==> src/common/pmt_pkg.sv <==
/*
  Shared constants and types for the period match timer: register
  offsets, field positions, reset values and the prescale encoding.
  Assumes a 32-bit APB slave with one aligned word per register.
*/
package pmt_pkg;

  // Register byte offsets
  localparam logic [7:0] OFF_CONTROL = 8'h00;
  localparam logic [7:0] OFF_PERIOD = 8'h04;
  localparam logic [7:0] OFF_COUNT = 8'h08;
  localparam logic [7:0] OFF_IRQ_FLAGS = 8'h0c;
  localparam logic [7:0] OFF_IRQ_ENABLES = 8'h10;

  // Control field positions
  localparam int POST_LSB = 3;
  localparam int POST_MSB = 6;
  localparam int RUN_BIT = 2;
  localparam int PRE_LSB = 0;
  localparam int PRE_MSB = 1;

  // Interrupt bit position in flag and enable registers
  localparam int MATCH_BIT = 0;

  // Reset values
  localparam logic [7:0] CONTROL_RST = 8'h00;
  localparam logic [7:0] PERIOD_RST = 8'hff;
  localparam logic [7:0] COUNT_RST = 8'h00;

  // Instruction clock is the system clock divided by four
  localparam int INSTR_DIV = 4;

  // Prescale select encodings
  typedef enum logic [1:0] {
    PRE_DIV1 = 2'b00,
    PRE_DIV4 = 2'b01,
    PRE_DIV16 = 2'b10,
    PRE_DIV64 = 2'b11
  } prescale_t;

  // Decoded control register
  typedef struct packed {
    logic unused7;
    logic [3:0] postscale_select;
    logic timer_run;
    prescale_t prescale_select;
  } control_t;

  // Timer events toward other units
  typedef struct packed {
    logic period_match;
    logic post_match;
  } events_t;

endpackage

==> src/design/pmt_prescaler.sv <==
/*
  Prescale divider: makes a one-cycle tick every 1, 4, 16 or 64
  input enables. Assumes the enable comes from the same clock.
*/
`timescale 1ns/1ps
`default_nettype none
module pmt_prescaler (
  input wire logic clk,
  input wire logic rst_n,
  input wire logic clear,
  input wire logic step,
  input wire pmt_pkg::prescale_t sel,
  output logic tick
);

  logic [5:0] cnt_q;
  logic [5:0] cnt_d;
  logic [5:0] last;

  // Terminal count of the selected ratio
  assign last = (sel == pmt_pkg::PRE_DIV1) ? 6'h00 :
                (sel == pmt_pkg::PRE_DIV4) ? 6'h03 :
                (sel == pmt_pkg::PRE_DIV16) ? 6'h0f : 6'h3f;
  assign tick = step && (cnt_q >= last);
  assign cnt_d = tick ? 6'h00 : cnt_q + 6'h01;

  // Counter, cleared on reset or count and control register writes
  always_ff @(posedge clk) begin
    if (!rst_n || clear) begin
      cnt_q <= 6'h00;
    end else if (step) begin
      cnt_q <= cnt_d;
    end
  end

endmodule
`default_nettype wire

==> src/design/period_match_timer.sv <==
/*
  Period match timer with prescaler, postscaler, match interrupt and
  APB register access. Assumes one 100 MHz clock, a synchronous
  active-low reset and a sleep level from the core's clock domain.
*/
`timescale 1ns/1ps
`default_nettype none
// How it works
// - Each period match steps a 4-bit postscale counter giving the interrupt event.
// - Postscale count complete sets the sticky match interrupt flag.
// - Match interrupt reaches the core only while its enable bit is set.
// - Control bits 6..3 value n gives postscale ratio 1:(n+1).
// - Control bit 2 runs the timer when one, halts it when zero.
// - Control bits 1..0 select prescale divide by 1, 4, 16 or 64.
// - Unscaled match pulse goes out as PWM time base.
// - First instance also offers its output as SPI shift clock.
// - Timer does not advance during sleep.
// - Count and period registers hold their values during sleep.
// - Count starts at zero, increments per prescaled instruction clock tick.
// - Count equal to period gives match pulse and zero next tick.
// - Count or control writes and reset clear prescale and postscale.
// - Reset clears count and sets period to all ones; control write keeps count.
module period_match_timer #(
  parameter bit FIRST_INSTANCE = 1'b1
) (
  input wire logic MCLK,
  input wire logic RST_N,
  input wire logic SLEEP,
  input wire logic PSEL,
  input wire logic PENABLE,
  input wire logic PWRITE,
  input wire logic [7:0] PADDR,
  input wire logic [31:0] PWDATA,
  input wire logic [3:0] PSTRB,
  output logic [31:0] PRDATA,
  output logic PREADY,
  output logic PSLVERR,
  output logic PERIOD_MATCH,
  output logic SPI_SHIFT_CLK,
  output logic IRQ
);

  pmt_pkg::control_t control_q;
  logic [7:0] period_q;
  logic [7:0] count_q;
  logic [3:0] post_q;
  logic [1:0] instr_q;
  logic flag_q;
  logic enable_q;
  logic match_q;
  logic spi_q;
  logic irq_q;
  logic [31:0] rdata_q;
  logic ready_q;
  logic err_q;

  // APB decode
  logic access;
  logic wr;
  logic rd;
  logic lane0;
  logic hit_ctl;
  logic hit_per;
  logic hit_cnt;
  logic hit_flg;
  logic hit_ena;
  logic mapped;
  logic [7:0] wbyte;

  assign access = PSEL && PENABLE && !ready_q;
  assign wr = access && PWRITE;
  assign rd = access && !PWRITE;
  assign lane0 = PSTRB[0];
  assign wbyte = PWDATA[7:0];
  assign hit_ctl = (PADDR == pmt_pkg::OFF_CONTROL);
  assign hit_per = (PADDR == pmt_pkg::OFF_PERIOD);
  assign hit_cnt = (PADDR == pmt_pkg::OFF_COUNT);
  assign hit_flg = (PADDR == pmt_pkg::OFF_IRQ_FLAGS);
  assign hit_ena = (PADDR == pmt_pkg::OFF_IRQ_ENABLES);
  assign mapped = hit_ctl || hit_per || hit_cnt || hit_flg || hit_ena;

  logic wr_ctl;
  logic wr_per;
  logic wr_cnt;
  logic wr_flg;
  logic wr_ena;
  assign wr_ctl = wr && hit_ctl && lane0;
  assign wr_per = wr && hit_per && lane0;
  assign wr_cnt = wr && hit_cnt && lane0;
  assign wr_flg = wr && hit_flg && lane0;
  assign wr_ena = wr && hit_ena && lane0;

  // Read data selection, reserved bits zero
  logic [7:0] rsel;
  assign rsel = hit_ctl ? {1'b0, control_q.postscale_select, control_q.timer_run,
                           control_q.prescale_select} :
                hit_per ? period_q :
                hit_cnt ? count_q :
                hit_flg ? {7'h00, flag_q} :
                hit_ena ? {7'h00, enable_q} : 8'h00;

  // APB answer: one wait state, error on unmapped address
  always_ff @(posedge MCLK) begin
    if (!RST_N) begin
      ready_q <= 1'b0;
      err_q <= 1'b0;
      rdata_q <= 32'h0000_0000;
    end else begin
      ready_q <= access;
      err_q <= access && !mapped;
      if (rd) begin
        rdata_q <= {24'h00_0000, rsel};
      end
    end
  end

  assign PREADY = ready_q;
  assign PSLVERR = err_q;
  assign PRDATA = rdata_q;

  // Instruction clock enable, system clock divided by four
  logic instr_tick;
  assign instr_tick = (instr_q == 2'(pmt_pkg::INSTR_DIV - 1));
  always_ff @(posedge MCLK) begin
    if (!RST_N) begin
      instr_q <= 2'b00;
    end else begin
      instr_q <= instr_q + 2'b01;
    end
  end

  logic step;
  assign step = instr_tick && control_q.timer_run && !SLEEP;

  logic scale_clear;
  assign scale_clear = wr_cnt || wr_ctl;

  logic pre_tick;
  pmt_prescaler u_pre (
    .clk(MCLK),
    .rst_n(RST_N),
    .clear(scale_clear),
    .step(step),
    .sel(control_q.prescale_select),
    .tick(pre_tick)
  );

  logic match;
  assign match = pre_tick && (count_q == period_q);

  logic post_done;
  assign post_done = match && (post_q == control_q.postscale_select);

  // Control register
  always_ff @(posedge MCLK) begin
    if (!RST_N) begin
      control_q <= pmt_pkg::control_t'(pmt_pkg::CONTROL_RST);
    end else if (wr_ctl) begin
      control_q <= pmt_pkg::control_t'({1'b0, wbyte[6:0]});
    end
  end

  always_ff @(posedge MCLK) begin
    if (!RST_N) begin
      period_q <= pmt_pkg::PERIOD_RST;
    end else if (wr_per && !SLEEP) begin
      period_q <= wbyte;
    end
  end

  always_ff @(posedge MCLK) begin
    if (!RST_N) begin
      count_q <= pmt_pkg::COUNT_RST;
    end else if (wr_cnt && !SLEEP) begin
      count_q <= wbyte;
    end else if (match) begin
      count_q <= 8'h00;
    end else if (pre_tick) begin
      count_q <= count_q + 8'h01;
    end
  end

  always_ff @(posedge MCLK) begin
    if (!RST_N || scale_clear) begin
      post_q <= 4'h0;
    end else if (post_done) begin
      post_q <= 4'h0;
    end else if (match) begin
      post_q <= post_q + 4'h1;
    end
  end

  // sticky flag, set wins over write-one clear
  always_ff @(posedge MCLK) begin
    if (!RST_N) begin
      flag_q <= 1'b0;
    end else if (post_done) begin
      flag_q <= 1'b1;
    end else if (wr_flg && wbyte[pmt_pkg::MATCH_BIT]) begin
      flag_q <= 1'b0;
    end
  end

  // Match interrupt enable
  always_ff @(posedge MCLK) begin
    if (!RST_N) begin
      enable_q <= 1'b0;
    end else if (wr_ena) begin
      enable_q <= wbyte[pmt_pkg::MATCH_BIT];
    end
  end

  logic flag_d;
  logic enable_d;
  assign flag_d = post_done ? 1'b1 :
                  (wr_flg && wbyte[pmt_pkg::MATCH_BIT]) ? 1'b0 : flag_q;
  assign enable_d = wr_ena ? wbyte[pmt_pkg::MATCH_BIT] : enable_q;

  // match and shift clock outputs, interrupt level
  always_ff @(posedge MCLK) begin
    if (!RST_N) begin
      match_q <= 1'b0;
      spi_q <= 1'b0;
      irq_q <= 1'b0;
    end else begin
      match_q <= match;
      if (FIRST_INSTANCE && match) begin
        spi_q <= !spi_q;
      end
      irq_q <= flag_d && enable_d;
    end
  end

  assign PERIOD_MATCH = match_q;
  assign SPI_SHIFT_CLK = spi_q;
  assign IRQ = irq_q;

endmodule
`default_nettype wire

==> config.mk <==
export PLATFORM = sky130hd
export DESIGN_NAME = period_match_timer
export DESIGN_NICKNAME = d
export VERILOG_FILES = /design/src/common/pmt_pkg.sv /design/src/design/pmt_prescaler.sv /design/src/design/period_match_timer.sv
export SDC_FILE = /design/constraint.sdc
export NUM_CORES = 1
export LEC_CHECK = 0
export BUFFER_PORTS_ARGS = -buffer_cell sky130_fd_sc_hd__buf_2
export CAP_MARGIN = 20
export CORE_UTILIZATION = 51
export CTS_BUF_LIST = sky130_fd_sc_hd__clkbuf_8 sky130_fd_sc_hd__clkbuf_16
export DETAILED_ROUTE_END_ITERATION = 10
export HOLD_SLACK_MARGIN = 0.12
export PLACE_DENSITY_LB_ADDON = 0.12
export SYNTH_ARGS = -nofsm -noshare
export SYNTH_HDL_FRONTEND = slang
export SYNTH_SLANG_ARGS = --single-unit
==> constraint.sdc <==
create_clock -name MCLK -period 2.9 [get_ports MCLK]
set_clock_uncertainty 0.2 [all_clocks]
set_input_delay 0.58 -clock MCLK [delete_from_list [all_inputs] [get_ports MCLK]]
set_output_delay 0.58 -clock MCLK [all_outputs]
set_load 0.03 [all_outputs]
==> Word-level counts from Yosys, hierarchy flattened <==
Index checks and enable logic that the tools add are counted.
{ "totals": {"ff_bits": 50, "latch_bits": 0, "ram_bits": 0, "mem_bits_ro": 0, "inputBits": 50, "wordCells": 85, "memories": 0} }
{ "op_classes": {"n_addsub": 4, "mul": 0, "n_div": 0, "n_lt_le_gt_ge": 1, "n_eq_ne": 9, "shift": 0, "muxes": 15, "bitwise_logic": 0, "n_reduce_logical": 40} }
{ "ops": {"columns": ["operator", "n"], "rows": [
  ["8-bit two-way mux", 6],
  ["1-bit logical AND", 24],
  ["6-bit two-way mux", 4],
  ["8-bit by 4-bit equality test with 1-bit output, second input constant", 2],
  ["8-bit by 1-bit adder with 8-bit output, second input constant", 1],
  ["8-bit by 3-bit equality test with 1-bit output, second input constant", 1],
  ["8-bit by 5-bit equality test with 1-bit output, second input constant", 1],
  ["8-bit equality test", 1],
  ["8-bit zero test", 1],
  ["6-bit by 1-bit adder with 6-bit output, second input constant", 1],
  ["6-bit greater-or-equal comparator", 1],
  ["1-bit zero test", 6],
  ["1-bit logical OR", 6],
  ["1-bit two-way mux", 5],
  ["4-bit by 1-bit adder with 4-bit output, second input constant", 1],
  ["2-bit equality test, second input constant", 2],
  ["4-bit equality test", 1],
  ["3-bit nonzero test", 1],
  ["2-bit by 1-bit adder with 2-bit output, second input constant", 1],
  ["2-bit by 1-bit equality test with 1-bit output, second input constant", 1],
  ["2-bit zero test", 1],
  ["2-bit OR reduction", 1]
]} }

==> Depth between registers and ports, before layout <==
{ "logic_depth": {"depth_word": 10, "depth_mapped": 8, "ltp_nobuf": 8} }

==> By module <==
From an unflattened synthesis, not the netlist that was laid out.
{ "unflattened": {"cells_unflattened": 331, "area_unflattened_um2": 2792.7} }
{ "modules_own_cells": {"columns": ["module", "n_inst", "cells_each", "area_per_inst_um2"], "rows": [
  ["period_match_timer", 1, 286, 2357.3],
  ["pmt_prescaler", 1, 45, 435.4]
]} }

==> Worst setup path after synthesis <==
Ideal clock, no wire load.
{ "synth_timing": {"path_type": "register to register", "startpoint": "register control_q[0] (netlist bit)", "endpoint": "register post_q[2]", "setup_time_ps": 72, "t_arrival_ps": 2317, "required_ps": 2628, "slack_ps": 311, "path_stages_with_launch": 9, "synth_period_minus_slack_ps": 2589, "path_cell_list": "dfxtp_1 or2_2 ha_1 nand2b_1 a21oi_1 o221ai_1 nand3_1 or4b_2 a21oi_1"} }
{ "synth_via": {"elab_chain_cells": 9, "word_cells_on_any_way": 11, "cone_classes": "order compare (1); eq/ne (2); mux (3); reduce/logical (5)"} }
{ "synth_rtl": {"columns": ["item", "line_no", "source"], "rows": [
  ["from (decl)", "period_match_timer.sv:43", "pmt_pkg::control_t control_q;"],
  ["from (signal assigned)", "period_match_timer.sv:157", "control_q <= pmt_pkg::control_t'(pmt_pkg::CONTROL_RST);"],
  ["from (signal assigned)", "period_match_timer.sv:159", "control_q <= pmt_pkg::control_t'({1'b0, wbyte[6:0]});"],
  ["2-bit equality test", "pmt_prescaler.sv:23", "(sel == pmt_pkg::PRE_DIV16) ? 6'h0f : 6'h3f;"],
  ["6-bit two-way mux", "pmt_prescaler.sv:23", null],
  ["6-bit two-way mux", "pmt_prescaler.sv:22", "(sel == pmt_pkg::PRE_DIV4) ? 6'h03 :"],
  ["6-bit two-way mux (*)", "pmt_prescaler.sv:21", "assign last = (sel == pmt_pkg::PRE_DIV1) ? 6'h00 :"],
  ["6-bit greater-or-equal comparator (*)", "pmt_prescaler.sv:24", "assign tick = step && (cnt_q >= last);"],
  ["1-bit logical AND (*)", "pmt_prescaler.sv:24", null],
  ["1-bit logical AND (*)", "period_match_timer.sv:149", "assign match = pre_tick && (count_q == period_q);"],
  ["1-bit logical AND", "period_match_timer.sv:152", "assign post_done = match && (post_q == control_q.postscale_select);"],
  ["2-bit OR reduction (no line)", null, null],
  ["to (signal assigned)", "period_match_timer.sv:189", "post_q <= post_q + 4'h1;"],
  ["to (decl)", "period_match_timer.sv:46", "logic [3:0] post_q;"]
]} }
Mark *: on every way between the ends. The rest lies on a longest branch, timed or not.
A chain may end at the register's enable or synchronous reset.

==> Worst setup path after layout <==
{ "layout_timing": {"startpoint": "register control_q[0] (netlist bit)", "endpoint": "register post_q[3]"} }
The elaborated chain is that of the path after synthesis.

==> metrics.txt <==
Core ar.=5170 sq um; Slew headroom=62.6%; simple-gate portion of the synthesized area=26.7%; Routed Antenna Nets=0; vias per cell=5.32; CTS buffer count=5; RSZ-0062 raised after global routing=no; hpwl dp=4.33 mm; area share of fa/ha/maj cells after synthesis=4.48%; Seq/Total Area, Yosys=a little over a third; DRT Pass-1 Iters=4; setup_tns=0 ns; Post-Syn Instances=338; Syn. warnings=0; Area Overhead vs Synth=10.4%; num rows=26; worst slew pin tran=0.557 ns; die height=approximately 76 um; maxcap violations=0; Initial Utilization=53.9%; nets@finish=434; crit-path max FO=8; RD Place Congestion=0.856; CTS tree=yes; top post-synthesis cells by count=dfxtp_1 (50), nand2_1 (41), buf_4 (24), nand3_1 (24), o21ai_0 (21); P_leak=1.35 nW; fin crit share=89.8%; asr flop ratio synth=0%; fill count=473; WL/cell=between 10 and 15 um; number of flops mapped to enable cells by yosys=0; status=complete, no violations; CTS Hold Bufs=0; DIE AREA=~5800 sq um; critical path type=flip-flop to flip-flop; clock sink total=50; post-route minimum period=2.60 ns; Worst path slowest cell=or4_1; final hold violation count=0; largest net degree at the start of global routing=27; DR vias=2361; slowest stage delay, CP=0.47 ns; Worst Path Arrival=2.65 ns; Netlist Area Pre-Place=2790 sq um; ranking of synthesized cells by area=dfxtp_1 (36%), buf_4 (6.5%), nand2_1 (5.5%), mux2i_1 (5.0%), ha_1 (4.5%); syn avg cell area=approximately 8.3 sq um; Die X=76.0 um; post-route worst setup slack=about 0.3 ns; vias in the first global route=2182; Max Freq=around 380 MHz; CP delay by family, top=simple AND/OR/NAND/NOR gates; commonest register cell after synthesis=dfxtp_1; top-count cell post-synth=dfxtp_1; Hold WC Path Type=flip-flop to flip-flop; Synth top area share=about 36%; Max Buffers Root-to-Sink=2; fin. max-slew vios=0; initial antenna violation count=0; first-pass GRT wire length=10.1 mm; worst path required time=roughly 2.9 ns; Worst Path Buf+Inv=1; Synth Register Bits=50; Port-buffer cells=35; Synth area leader=dfxtp_1; Synth Area in XOR/XNOR=5.65%; Max VDD drop=0.000226 V; Setup crit end kind=flip-flop; crit-path cells=or2_2 -> ha_1 -> nand2b_1 -> a21oi_1 -> o221ai_1 -> nand3_1 -> buf_4 -> or4_1 -> a21oi_1; WL final=5.91 mm; DRC=0; post-cts sizing count=0; post-CTS setup buffers=0; layout cells sized above 1=between 15 and 20%; Ant. Diodes=0; clock-pin slew of the registers on the worst-case setup and hold paths=roughly 0.09 ns; cell seen most often among critical-path stages=a21oi_1; post-synthesis compound-gate area fraction=about 13%; Clock Root Buffer=clkbuf_8; num ports=87; Yosys cell types=47; worst slack, placed=0.309 ns; main combinational cell family by area after synthesis=simple AND/OR/NAND/NOR gates; Setup Viol. Count Final=0; pwr/cell area=approximately 420 nW/um^2; Tot GR Track Use=21.8%; gr ovfl total=0; H-tree depth=2; mux contribution to synthesized area=5.02%; startpoint types=flip-flop; First DRT Iteration DRCs=122; Worst-Skew Late Latency=0.30 ns
==> logic make-up after synthesis <==
family | Yosys count
AO/OA/AOI/OAI | 62
multiplexers | 14
adder cells (fa/ha/maj) | 10
XOR/XNOR | 18
AND/OR/NAND/NOR | 139
flip-flops | 50
buffers and inverters | 44
other | 1
==> routing by layer <==
metal  vias up  GRT usage, %  share of wire (%)
li1       1191             -                  -
met1      1083          28.3                 46
met2        68          34.9                 46
met3        19          4.34                4.9
met4         0          10.0                3.4
met5         -             0                  0
==> flip-flops by register name, summed over array words and instances (netlist names), 2 cells and up <==
| name | flops |
|---|---|
| u_pre.cnt_q | 6 |
| control_q | 7 |
| post_q | 4 |
| PRDATA | 8 |
| count_q | 8 |
| instr_q | 2 |
| period_q | 8 |
==> metrics by stage <==
| step | std cells | total power [W] | hold WS [ns] | util, % | instance area [sq um] |
|---|---|---|---|---|---|
| after floorplan | 361 | 0.000813 | 0.198 | - | 2880 |
| after global placement | 437 | 0.000822 | 0.210 | 57.4 | 2970 |
| after detailed placement | 437 | 0.000823 | 0.217 | 57.4 | 2970 |
| after CTS | 444 | 0.00132 | 0.232 | 59.5 | 3080 |
| after global routing | 444 | 0.00136 | 0.253 | 59.5 | 3080 |
| final | 444 | 0.00131 | 0.224 | 59.5 | 3080 |
==> placed cells by master, fill, tap and decap left out, types with 2 or more instances in the layout <==
cell type,n
buf_2,35
conb_1,24
dfxtp_1,50
and2_1,4
xor2_1,7
xnor2_1,11
o21ai_0,21
a21oi_1,15
o21ai_1,6
nand2_1,41
nor2_1,16
and3b_1,2
clkbuf_8,6
nand3_1,24
buf_4,9
a21boi_0,8
mux2i_1,14
nand4_1,5
nand2b_1,6
a31oi_1,7
and3_1,4
ha_1,10
nor2b_1,16
inv_1,6
or3_1,3
nand3b_1,3
==> worst paths after layout <==
check	startpoint	end	slack, ns	depth (start not counted)
max	control_q[0]$_SDFFE_PN0P_	post_q[3]$_SDFFE_PP0N_	0.30	9
min reg2reg	instr_q[0]$_SDFF_PN0_	instr_q[0]$_SDFF_PN0_	0.22	1
max reg2reg	control_q[0]$_SDFFE_PN0P_	post_q[3]$_SDFFE_PP0N_	0.30	9
min	instr_q[0]$_SDFF_PN0_	instr_q[0]$_SDFF_PN0_	0.22	1
==> layout make-up <==
cell class / count / area, sq um / share of cell area [%]
clock buffers: 6 / 82.6 / 2.68
clock inverters: 1 / 30.0 / 0.975
inverters: 6 / 22.5 / 0.731
multi-input cells: 267 / 1610 / 52.4
flip-flops and latches: 50 / 1000 / 32.5
well taps: 70 / 87.6 / 2.84
repair buffers: 44 / 243 / 7.88
==> where the power goes <==
part | leakage [nW] | switching (W) | internal [W] | total [W]
logic | 0.886 | 0.0000864 | 0.0000303 | 0.000117
clock network | 0.0573 | 0.000223 | 0.000276 | 0.000499
registers | 0.404 | 0.00000123 | 0.000690 | 0.000691
==> worst register-to-register path, delay by kind of cell (launching register included) <==
family | cells | cell delay [ns]
AND/OR/NAND/NOR | 4 | 1.06
AO/OA/AOI/OAI | 3 | 0.46
flip-flops | 1 | 0.34
adder cells (fa/ha/maj) | 1 | 0.27
buffers and inverters | 1 | 0.21
Note: power is estimated with default switching activity, not from simulation.
